`src/glitch_filter_pkg.sv`:
```
// Constants for the input glitch filter: register map, reset values,
// width selections and cycle counts.
// Assumes a 40 MHz APB clock; every time is rounded up to whole cycles.
package glitch_filter_pkg;
   // Clock period in ns
   localparam int PCLK_NS = 25;
   // Filter widths as printed, in ns
   localparam int T_100NS   = 100;
   localparam int T_500NS   = 500;
   localparam int T_90NS    = 90;
   localparam int T_5120NS  = 5120;
   localparam int T_100US   = 100000;
   localparam int T_2560US  = 2560000;
   localparam int T_PAR_MIN = 50;
   localparam int T_PAR_STP = 25;
   // Least times rounded up to cycles
   localparam logic [31:0] CYC_100NS   = 32'((T_100NS + PCLK_NS - 1) / PCLK_NS);
   localparam logic [31:0] CYC_500NS   = 32'((T_500NS + PCLK_NS - 1) / PCLK_NS);
   localparam logic [31:0] CYC_90NS    = 32'((T_90NS + PCLK_NS - 1) / PCLK_NS);
   localparam logic [31:0] CYC_5120NS  = 32'((T_5120NS + PCLK_NS - 1) / PCLK_NS);
   localparam logic [31:0] CYC_100US   = 32'((T_100US + PCLK_NS - 1) / PCLK_NS);
   localparam logic [31:0] CYC_2560US  = 32'((T_2560US + PCLK_NS - 1) / PCLK_NS);
   localparam logic [31:0] CYC_PAR_MIN = 32'((T_PAR_MIN + PCLK_NS - 1) / PCLK_NS);
   localparam logic [31:0] CYC_PAR_STP = 32'((T_PAR_STP + PCLK_NS - 1) / PCLK_NS);
   // Utility-counter ticks a custom line must stay stable
   localparam logic [31:0] CUSTOM_TICKS = 32'h0000_0002;
   // Per-line width selection codes
   localparam logic [2:0] SEL_100NS  = 3'h0;
   localparam logic [2:0] SEL_500NS  = 3'h1;
   localparam logic [2:0] SEL_90NS   = 3'h2;
   localparam logic [2:0] SEL_5120NS = 3'h3;
   localparam logic [2:0] SEL_2560US = 3'h4;
   localparam logic [2:0] SEL_100US  = 3'h5;
   localparam logic [2:0] SEL_PAR    = 3'h6;
   localparam logic [2:0] SEL_CUSTOM = 3'h7;
   // Register byte offsets
   localparam logic [7:0] OFS_CTRL   = 8'h00;
   localparam logic [7:0] OFS_SEL    = 8'h04;
   localparam logic [7:0] OFS_DIV    = 8'h08;
   localparam logic [7:0] OFS_RATE   = 8'h0C;
   localparam logic [7:0] OFS_PAR    = 8'h10;
   localparam logic [7:0] OFS_STATUS = 8'h14;
   // Control bit positions
   localparam int CTRL_FILT = 0;
   localparam int CTRL_SYNC = 1;
   localparam int CTRL_BUS  = 2;
   localparam int CTRL_EXT  = 3;
   // Status bit of the external timebase in use
   localparam int STAT_EXT = 16;
   // Reset values
   localparam logic [31:0] DIV_RST  = 32'h0000_0001;
   localparam logic [31:0] RATE_RST = 32'h0000_0000;
   localparam logic [15:0] PAR_RST  = 16'h0000;
endpackage

```
`src/input_glitch_filter.sv`:
```
// Input glitch and debounce filter with an APB register file.
// Assumes line inputs and the external timebase are synchronous to pclk.
// Contract
// - Suppress changes shorter than the configured time
// - Parallel width: 50 ns plus 25 ns steps
// - One shared parallel width for all lines
// - Parallel: half the pass width always blocked
// - Parallel lines: no presets, no external timebase
// - Filter on after reset, 0.1 ms width
// - Sync option resamples on the fastest clock
// - Per line: preset widths or the custom width
// - Only one custom width shared by all
// - Pass full width, block half width pulses
// - Custom width from 32-bit utility counter
// - Filter and sync never enabled together
// - Presets of 90 ns, 5.12 us, 2.56 ms
// - Bus mode merges skewed changes into one
// - One device custom width beside the presets
`timescale 1ns/10ps
`default_nettype none
module input_glitch_filter
   import glitch_filter_pkg::*;
#(
   parameter int          NUM_LINES = 8,          // Lines of port 0, at most 10
   parameter logic [31:0] LONG_CYC  = CYC_2560US  // Cycles of the 2.56 ms preset
) (
   input  wire logic                 pclk,      // APB clock, 40 MHz
   input  wire logic                 presetn,   // Async reset, active low
   input  wire logic                 psel,      // APB select
   input  wire logic                 penable,   // APB enable
   input  wire logic                 pwrite,    // APB write
   input  wire logic [7:0]           paddr,     // APB byte address
   input  wire logic [31:0]          pwdata,    // APB write data
   output logic      [31:0]          prdata,    // APB read data
   output logic                      pready,    // APB ready
   output logic                      pslverr,   // APB error, unmapped address
   input  wire logic [NUM_LINES-1:0] lines_in,  // Raw input lines
   input  wire logic                 ext_tb,    // External filter timebase
   output logic      [NUM_LINES-1:0] lines_out  // Conditioned lines
);

   // Register map, one aligned 32-bit word each
   //   CTRL   : filter enable, resample enable, bus mode, timebase pin
   //            select; filter wins when both conditioning bits are set
   //   SEL    : three bits per line choose that line's width
   //   DIV    : shared custom divider for the utility counter
   //   RATE   : timebase pin rate; zero means not yet set
   //   PAR    : step count for the shared parallel width
   //   STATUS : live output levels and the timebase in use, read only
   // Any other address answers with an error and reads as zero.
   //
   // Bus timing
   //   Setup cycle, then the access phase; the decode happens on the
   //   first access edge and pready rises for exactly one cycle after
   //   it, so every transfer carries a single wait state.
   //   A write lands on the edge where pready is seen high.
   //   Read data is registered and stands until the next read.
   //
   // Line timing
   //   Raw lines are sampled every edge into a one-stage input register.
   //   With the filter on, a change shows at the output two edges after
   //   the input has stood for the full width of its line.
   //   With only resampling on, the output lags the input by three edges.
   //   With neither, the output lags by two edges.
   //
   // Width choices
   //   Presets count pclk cycles, rounded up to whole cycles so that a
   //   passing pulse is never shorter than the nominal width.
   //   The parallel choice counts pclk only, in single-cycle steps above
   //   a two-cycle floor; it never sees the timebase pin.
   //   The custom choice counts utility ticks: a line flips after two
   //   consecutive differing ticks, so one tick or less is always lost.
   //
   // Utility counter
   //   Counts pclk, or rising edges of the timebase pin once both the
   //   select bit and a non-zero rate are present. A divider of zero is
   //   treated like one so that the tick never stalls.
   //   Its wrap raises one tick for a single cycle.
   //
   // Bus mode
   //   The whole port moves as one word: its counter restarts on every
   //   raw change and the word is taken once nothing moved for the width
   //   of line 0. Per-line counting is held off meanwhile.
   //
   // Hazards
   //   Edge detection on the timebase pin compares against the level seen
   //   one edge earlier; it resets low, matching the pin's idle level, so
   //   release from reset cannot fake a tick.
   //   While the filter is off the filtered levels track the input, which
   //   keeps a stale difference from passing when it is enabled again.
   //   Lowering the width while a count runs may flip a line at once;
   //   software should change widths while lines are quiet.
   //   Counters are 32 bits wide and compare with greater-or-equal, so a
   //   count past a newly smaller threshold still ends cleanly.
   //
   // Outputs
   //   Every output is a field of the state register; nothing combinational
   //   reaches a pin.

   // All state of the block
   typedef struct packed {
      logic                          filt_en;    // Debounce filter on
      logic                          sync_en;    // Resample option on
      logic                          bus_mode;   // Merge port changes
      logic                          ext_en;     // External timebase chosen
      logic [NUM_LINES-1:0][2:0]     sel;        // Width choice per line
      logic [31:0]                   custom_div; // Custom divider, shared
      logic [31:0]                   tb_rate;    // External timebase rate
      logic [15:0]                   par_steps;  // Parallel width steps
      logic [31:0]                   util_cnt;   // Utility counter
      logic                          util_tick;  // Custom filter clock tick
      logic                          tb_q;       // Last timebase level
      logic [NUM_LINES-1:0]          din;        // Sampled inputs
      logic [NUM_LINES-1:0]          s1;         // Resample stage one
      logic [NUM_LINES-1:0]          s2;         // Resample stage two
      logic [NUM_LINES-1:0]          filt;       // Filtered levels
      logic [NUM_LINES-1:0][31:0]    cnt;        // Stability counters
      logic [31:0]                   bus_cnt;    // Port stability counter
      logic [NUM_LINES-1:0]          out;        // Output register
      logic                          pready;     // Bus ready
      logic                          pslverr;    // Bus error
      logic [31:0]                   prdata;     // Bus read data
   } state_t;

   state_t st;       // Current state
   state_t next_st;  // Next state

   logic [NUM_LINES-1:0][31:0] thr;  // Pass threshold per line
   logic [NUM_LINES-1:0]       step; // Counting enable per line
   logic                       ext_active; // External timebase in use
   logic                       tb_evt;     // One timebase event
   logic [31:0]                div_m1;     // Wrap value of utility counter
   logic [31:0]                rd_val;     // Decoded read value
   logic                       hit;        // Address is mapped
   logic                       wr;         // Write takes effect

   // Both source and rate must be set before the pin is used
   assign ext_active = st.ext_en && (st.tb_rate != 32'h0000_0000);
   assign tb_evt     = ext_active ? (st.tb_q == 1'b0 && ext_tb == 1'b1) : 1'b1;
   assign div_m1     = (st.custom_div == 32'h0000_0000) ? 32'h0000_0000
                                                       : st.custom_div - 32'h0000_0001;

   // Threshold and count enable per line
   for (genvar i = 0; i < NUM_LINES; i++) begin : g_thr
      always_comb begin
         step[i] = 1'b1;
         case (st.sel[i])
            SEL_100NS:  thr[i] = CYC_100NS;
            SEL_500NS:  thr[i] = CYC_500NS;
            SEL_90NS:   thr[i] = CYC_90NS;
            SEL_5120NS: thr[i] = CYC_5120NS;
            SEL_2560US: thr[i] = LONG_CYC;
            SEL_100US:  thr[i] = CYC_100US;
            // Shared step width on pclk only, never the timebase pin
            SEL_PAR: begin
               thr[i] = CYC_PAR_MIN
                      + 32'({16'h0000, st.par_steps} * CYC_PAR_STP);
            end
            // Shared custom width counted in utility ticks
            SEL_CUSTOM: begin
               thr[i]  = CUSTOM_TICKS;
               step[i] = st.util_tick;
            end
            default: thr[i] = CYC_100US;
         endcase
      end
   end

   // Register read decode
   always_comb begin
      hit    = 1'b1;
      rd_val = 32'h0000_0000;
      case (paddr)
         OFS_CTRL: begin
            rd_val[CTRL_FILT] = st.filt_en;
            rd_val[CTRL_SYNC] = st.sync_en;
            rd_val[CTRL_BUS]  = st.bus_mode;
            rd_val[CTRL_EXT]  = st.ext_en;
         end
         OFS_SEL:  rd_val = 32'(st.sel);
         OFS_DIV:  rd_val = st.custom_div;
         OFS_RATE: rd_val = st.tb_rate;
         OFS_PAR:  rd_val = {16'h0000, st.par_steps};
         // Live output levels and timebase choice
         OFS_STATUS: begin
            rd_val[NUM_LINES-1:0] = st.out;
            rd_val[STAT_EXT]      = ext_active;
         end
         default: hit = 1'b0;  // Unmapped: error, reads zero
      endcase
   end

   // Write lands on the edge where pready is seen high
   assign wr = psel && penable && pwrite && st.pready && !st.pslverr;

   // Next-state logic
   always_comb begin
      next_st = st;
      // Bus answer one cycle into the access phase
      next_st.pready  = psel && penable && !st.pready;
      next_st.pslverr = 1'b0;
      if (psel && penable && !st.pready) begin
         next_st.pslverr = !hit;
         // Writes leave the last read word standing
         if (!pwrite) begin
            next_st.prdata = hit ? rd_val : 32'h0000_0000;
         end
      end
      if (wr) begin
         case (paddr)
            // Filter wins; sync cannot be set alongside it
            OFS_CTRL: begin
               next_st.filt_en  = pwdata[CTRL_FILT];
               next_st.sync_en  = pwdata[CTRL_SYNC] && !pwdata[CTRL_FILT];
               next_st.bus_mode = pwdata[CTRL_BUS];
               next_st.ext_en   = pwdata[CTRL_EXT];
            end
            OFS_SEL:  next_st.sel        = pwdata[NUM_LINES*3-1:0];
            OFS_DIV:  next_st.custom_div = pwdata;
            OFS_RATE: next_st.tb_rate    = pwdata;
            OFS_PAR:  next_st.par_steps  = pwdata[15:0];
            default: ;
         endcase
      end

      // Input sampling and the two-stage resample
      next_st.din  = lines_in;
      next_st.s1   = lines_in;
      next_st.s2   = st.s1;
      next_st.tb_q = ext_tb;

      // Utility counter divides the timebase into filter ticks
      next_st.util_tick = 1'b0;
      if (tb_evt) begin
         if (st.util_cnt >= div_m1) begin
            next_st.util_cnt  = 32'h0000_0000;
            next_st.util_tick = 1'b1;
         end else begin
            next_st.util_cnt = st.util_cnt + 32'h0000_0001;
         end
      end

      // Per-line stability counting
      for (int i = 0; i < NUM_LINES; i++) begin
         if (!st.filt_en) begin
            // Track the input so enabling starts clean
            next_st.filt[i] = st.din[i];
            next_st.cnt[i]  = 32'h0000_0000;
         end else if (st.din[i] == st.filt[i]) begin
            next_st.cnt[i] = 32'h0000_0000;
         end else if (step[i] && !st.bus_mode) begin
            // Flip only after a full stable width
            if (st.cnt[i] + 32'h0000_0001 >= thr[i]) begin
               next_st.filt[i] = st.din[i];
               next_st.cnt[i]  = 32'h0000_0000;
            end else begin
               next_st.cnt[i] = st.cnt[i] + 32'h0000_0001;
            end
         end
      end

      // Bus mode: port updates as one word after it settles
      next_st.bus_cnt = 32'h0000_0000;
      if (st.filt_en && st.bus_mode) begin
         if (lines_in != st.din) begin
            next_st.bus_cnt = 32'h0000_0000;
         end else if (st.din == st.filt) begin
            next_st.bus_cnt = 32'h0000_0000;
         end else if (step[0]) begin
            if (st.bus_cnt + 32'h0000_0001 >= thr[0]) begin
               next_st.filt = st.din;
            end else begin
               next_st.bus_cnt = st.bus_cnt + 32'h0000_0001;
            end
         end else begin
            next_st.bus_cnt = st.bus_cnt;
         end
      end

      // Output source selection
      if (st.filt_en) begin
         next_st.out = st.filt;
      end else if (st.sync_en) begin
         next_st.out = st.s2;
      end else begin
         next_st.out = st.din;
      end
   end

   // State register
   always_ff @(posedge pclk or negedge presetn) begin
      if (!presetn) begin
         st            <= '0;
         st.filt_en    <= 1'b1;
         st.sel        <= {NUM_LINES{SEL_100US}};
         st.custom_div <= DIV_RST;
         st.tb_rate    <= RATE_RST;
         st.par_steps  <= PAR_RST;
      end else begin
         st <= next_st;
      end
   end

   // Outputs straight from the state register
   assign prdata    = st.prdata;
   assign pready    = st.pready;
   assign pslverr   = st.pslverr;
   assign lines_out = st.out;

endmodule // input_glitch_filter
`default_nettype wire

```
`config.mk`:
```
export PLATFORM = sky130hd
export DESIGN_NAME = input_glitch_filter
export DESIGN_NICKNAME = d
export VERILOG_FILES = /design/src/glitch_filter_pkg.sv /design/src/input_glitch_filter.sv
export SDC_FILE = /design/constraint.sdc
export NUM_CORES = 1
export LEC_CHECK = 0
export BUFFER_PORTS_ARGS = -buffer_cell sky130_fd_sc_hd__buf_2
export CAP_MARGIN = 5
export CORE_MARGIN = 5
export CORE_UTILIZATION = 30
export DETAILED_ROUTE_END_ITERATION = 10
export GPL_ROUTABILITY_DRIVEN = 0
export PLACE_DENSITY_LB_ADDON = 0.05
export SETUP_SLACK_MARGIN = 0.2
export SLEW_MARGIN = 20
export SYNTH_ARGS = -nofsm -noshare
export SYNTH_HDL_FRONTEND = slang
export SYNTH_SLANG_ARGS = --single-unit
```
`constraint.sdc`:
```
create_clock -name pclk -period 6.4 [get_ports pclk]
set_input_delay 0.32 -clock pclk [delete_from_list [all_inputs] [get_ports pclk]]
set_output_delay 0.32 -clock pclk [all_outputs]
set_load 0.01 [all_outputs]
```
# Yosys cells after proc, flatten, opt, wreduce, memory -nomap -nowiden
# Cells that the tools add are included.
# word_totals
ff_bits	496
latch_bits	0
mem_bits_rw	0
romBits	0
inputBits	54
elab_cells	292
n_memories	0
# op_classes
add_sub_neg	12
mul	0
div_mod_pow	0
order_cmp	10
eq_ne	80
shift	0
muxes	106
bitwise	2
reduce_logical	48
# op_table
operator	count
32-bit case mux with 7 select lines	8
32-bit 2-to-1 mux	41
32-bit by 1-bit adder with 32-bit output (second input constant)	10
32-bit greater-or-equal comparator	10
3-bit == test (second input constant)	32
8-bit 2-to-1 mux	7
3-bit by 2-bit == test with 1-bit output (second input constant)	16
15-bit case mux with 3 select lines	1
1-bit 2-to-1 mux	44
33-bit 2-to-1 mux	1
32-bit zero test	1
8-bit case mux with 4 select lines	1
32-bit nonzero test	1
32-bit by 1-bit subtractor with 32-bit output (second input constant)	1
3-bit by 1-bit == test with 1-bit output (second input constant)	8
3-bit zero test	8
3-bit by 1-bit != test with 1-bit output (second input constant)	8
4-bit case mux with 6 select lines	1
4-bit case mux with 5 select lines	1
2-bit by 16-bit adder with 17-bit output (first input constant)	1
1-bit logical AND	17
8-bit by 4-bit == test with 1-bit output (second input constant)	2
8-bit by 5-bit == test with 1-bit output (second input constant)	2
2-bit OR reduction	8
other kinds (11)	28

# Depth between registers and ports, before layout
# depth
ltp_word	13
ltp_mapped	22

# Worst setup path before layout
# No wires, ideal clock.
# synth_timing
kind	register to register
startpoint	reg st[458] in the netlist's numbering
endpoint	reg st[367] in the netlist's numbering
t_arrival_ns	4.349
setup_slack_ns	1.978
stages_incl_launch_ff	21
n_path_buf	2
path_cell_list	dfrtp_1 > or3_1 > or4_1 > or4_1 > nor3_1 > nand2_1 > inv_1 > nand2_1 > clkbuf_1 > nand2_1 > ha_1 > a21o_1 > a21o_1 > a21oi_1 > o21ai_0 > a211o_1 > a21oi_1 > o21ai_0 > and2_1 > clkbuf_1 > nor2_1
# synth_via
elab_chain_cells	4
# synth_lines
element	line	rtl
from (decl)	input_glitch_filter.sv:125	state_t st;
from (signal assigned)	input_glitch_filter.sv:300	st <= next_st;
32-bit by 1-bit subtractor with 32-bit output / 32-bit zero test (equally long branches)	input_glitch_filter.sv:141, input_glitch_filter.sv:140	
32-bit 2-to-1 mux (*)	input_glitch_filter.sv:140	assign div_m1 = (st.custom_div == 32'h0000_0000) ? 32'h0000_0000
32-bit greater-or-equal comparator (*)	input_glitch_filter.sv:235	if (st.util_cnt >= div_m1) begin
32-bit 2-to-1 mux (*)	input_glitch_filter.sv:235	
# Mark *: on every way between the ends. The rest lies on a longest branch, timed or not.
# A chain may end at the register's enable or synchronous reset.

# Final worst setup path
# layout_timing
startpoint	reg st[458] in the netlist's numbering
endpoint	reg st[383] in the netlist's numbering
# Same word-level chain as after synthesis.

==> metrics.md <==
| Metric | Value |
|---|---|
| Drt pass-1 iters | `7` |
| CTS resizes | `0` |
| Seq cells post-synth | `496` |
| ANT nets after route | `0` |
| Max-slew violations | `0` |
| Overall die area | `0.112 mm2` |
| Setup Buffers After CTS | `0` |
| Most frequent cells in the layout | `478 x dfrtp_1, 433 x nand2_1, 200 x nor2_1, 193 x ha_1, 156 x nand3_1` |
| Hold Violations, Final | `0` |
| Area delta synth->final | `13.8%` |
| Critical path arrival | `between 5 and 6 ns` |
| Yosys top cell area share | `0.379` |
| Initial antenna violation count | `8` |
| Post-layout utilization of the core | `0.342` |
| Hold WS | `between 0.03 and 0.04 ns` |
| CP Launch Type | `flop` |
| Unrepaired setup endpoints after global routing | `false` |
| Post-synth EDFFs | `0` |
| Final net count | `3721` |
| Tcrit/Tclk final | `0.848` |
| Post-DP HPWL | `74100 um` |
| Status | `finished, final reports clean` |
| Cts bufs inserted | `68` |
| Vert. Die Dim | `335 um` |
| Port-buffer cells | `95` |
| DP Area | `approximately 0.033 mm2` |
| Layout cells sized above 1 | `0.127` |
| Net Count, Synth | `3657` |
| Worst relative slew slack | `0.216` |
| Final Cell Area | `0.0359 mm2` |
| Xor and xnor area share after synthesis | `0.0674` |
| Critical Path End Type | `flop` |
| Synth unique cells | `95` |
| Total I/O pin count | `96` |
| CTS root buf | `clkbuf_16` |
| Sink Count | `496` |
| Peak Freq | `0.184 GHz` |
| Clock latency on the worst-skew pair | `0.63 ns` |
| Fill count | `10700` |
| Crit path max fanout | `30` |
| Post-synthesis sequential area ratio | `0.394` |
| Crit Path Category | `flop to flop` |
| Crit path time final | `~5.4 ns` |
| Post-synth top flop | `dfrtp_1` |
| DRC violations left | `0` |
| Commonest non-fill, non-tap cell in the layout | `dfrtp_1` |
| Post-Route WL | `between 100000 and 150000 um` |
| Vias in the first global route | `25600` |
| CTS tree | `done` |
| Setup TNS | `0 ns` |
| Avg WL per Cell | `20.7 um` |
| Final Setup Violations | `0` |
| CTS H-tree depth | `3` |
| Asr flop ratio synth | `1.00` |
| Final setup margin | `roughly 0.97 ns` |
| Top cells by area, synth | `dfrtp_1 38%, ha_1 7.6%, nand2_1 5.1%, mux2_2 4.8%, xor2_1 3.6%` |
| DR vias/cell | `about 5.2` |
| Tightest Pin Transition | `about 1.2 ns` |
| DR iter-0 viols | `1450` |
| Starting Density | `0.301` |
| Area of the core | `0.105 mm2` |
| GRT overflow | `0` |
| Synth area leader | `dfrtp_1` |
| Worst slack, placed | `between 0.9 and 1 ns` |
| Via count | `between 20000 and 30000` |
| Pwr dens | `209 mW/mm2` |
| Storage cell area | `roughly 0.012 mm2` |
| Synth warn | `0` |
| Peak supply drop | `0.168 mV` |
| Leak | `0.0164 uW` |
| Max Root-Sink Buffers | `3` |
| Die X | `roughly 330 um` |
| Max_cap viols | `0` |
| Post-synthesis mux area share | `0.0537` |
| Area of the multi-input gates | `0.0181 mm2` |
| Post-synthesis compound-gate area fraction | `0.131` |
| Hold Crit Class | `input port to flop` |
| Post-synthesis simple-gate area fraction | `0.242` |
| First-pass GRT wire length | `157000 um` |
| Combinational family with the most area after synthesis | `simple AND/OR/NAND/NOR gates` |
| Syn Inst Count | `between 3000 and 4000` |
| Clock Skew | `0.0273 ns` |
| Post-CTS Hold Buffers | `33` |
| Adder-Cell Fraction of Synth Area | `0.0771` |
| Overall global routing resource usage | `0.178` |
| Syn_area_per_cell | `around 9 um2` |
| Pin count of the biggest net entering global routing | `163` |
| Mapped cell area | `0.0316 mm2` |
| Worst Path Required | `6.86 ns` |
| Rows | `119` |
| Clk slew on worst S/H paths | `~0.060 ns` |
==> per-layer routing <==
metal	GRT usage	wire (um)	part of all wire
met4	0.0490	2260	0.022
met3	0.0210	3750	0.037
met5	0	0	0
met2	0.281	45500	0.45
met1	0.260	50300	0.49
==> through the flow <==
step | total power [uW] | cells
5_1_grt | 7860 | 4915
2_1_floorplan | 3550 | 3410
3_5_place_dp | 3760 | 4762
3_3_place_gp | 3750 | 4762
4_1_cts | 7690 | 4915
6_report | 7510 | 4918
==> flip-flops by register name, indices dropped and copies added, names as in the netlist <==
register   flops
st           446
lines_out      8
next_st        8
pready         1
prdata        32
pslverr        1
==> path summary, 6_finish.rpt <==
path / startpoint / end / slack [ns] / depth (start not counted)
max reg2reg: st[458]$_DFFE_PN0P_ / st[383]$_DFFE_PN0P_ / 0.97 / 18
min reg2reg: next_st[338]$_DFF_PN0_ / st[338]$_DFF_PN0_ / 0.49 / 0
min: pwdata[15] / st[491]$_DFFE_PN1P_ / 0.04 / 2
max in group asynchronous: presetn / st[297]$_DFFE_PN0P_ / 4.61 / 3
max: st[458]$_DFFE_PN0P_ / st[383]$_DFFE_PN0P_ / 0.97 / 18
min in group asynchronous: presetn / st[167]$_DFFE_PN0P_ / 0.28 / 2
==> critical path, stage by stage (launching register included) <==
cell	delay [ns]
dfrtp_1	0.43
or3_1	0.45
or4_1	0.48
or4_1	0.47
nor3_1	0.22
nand2_1	0.18
inv_1	0.10
nand2_1	0.47
nand2_1	0.23
ha_1	0.18
a21o_1	0.12
a21o_1	0.10
a21oi_1	0.06
o21ai_0	0.19
a211o_1	0.14
a21oi_1	0.04
o21ai_0	0.36
and2_1	0.91
nor2_1	0.13
==> cell usage after synthesis (all sizes together), types with 14 or more instances <==
cell type    n
o211ai      19
dfrtp      478
xor2       129
o21a        17
mux2i       14
nand2b      99
inv         57
or3         24
buf         63
o21ai      158
a21o        64
nand3      159
and3        74
nor3        86
a32o        36
a31oi       18
nand2      434
a22oi       14
nor4        49
clkbuf     123
ha         193
nor2       201
xnor2      114
a22o        21
and2       147
nand4       94
or4         17
dfstp       18
mux2       138
and4        25
a221oi      21
a21oi       77
nor2b       38
a211oi      18
==> cell type report <==
| cell class | count | share of cell area |
|---|---|---|
| multi-input combinational | 2670 | 0.504 |
| sequential | 496 | 0.346 |
| clock buffer | 99 | 0.0548 |
| tap | 1391 | 0.0484 |
| timing repair buffer | 180 | 0.0343 |
| clock inverter | 21 | 0.00665 |
| inverter | 58 | 0.00606 |
| antenna | 3 | 0.000209 |
==> cells by family after synthesis <==
group	Yosys count
AO/OA/AOI/OAI	592
AND/OR/NAND/NOR	1488
adder cells (fa/ha/maj)	195
XOR/XNOR	243
multiplexers	152
flip-flops	496
buffers and inverters	244
==> report_power, final <==
part / total, uW / switching, uW / internal, uW
clock network: 3810 / 1510 / 2300
registers: 3260 / 65.3 / 3200
logic: 447 / 297 / 150
(Power assumes the default switching activity.)
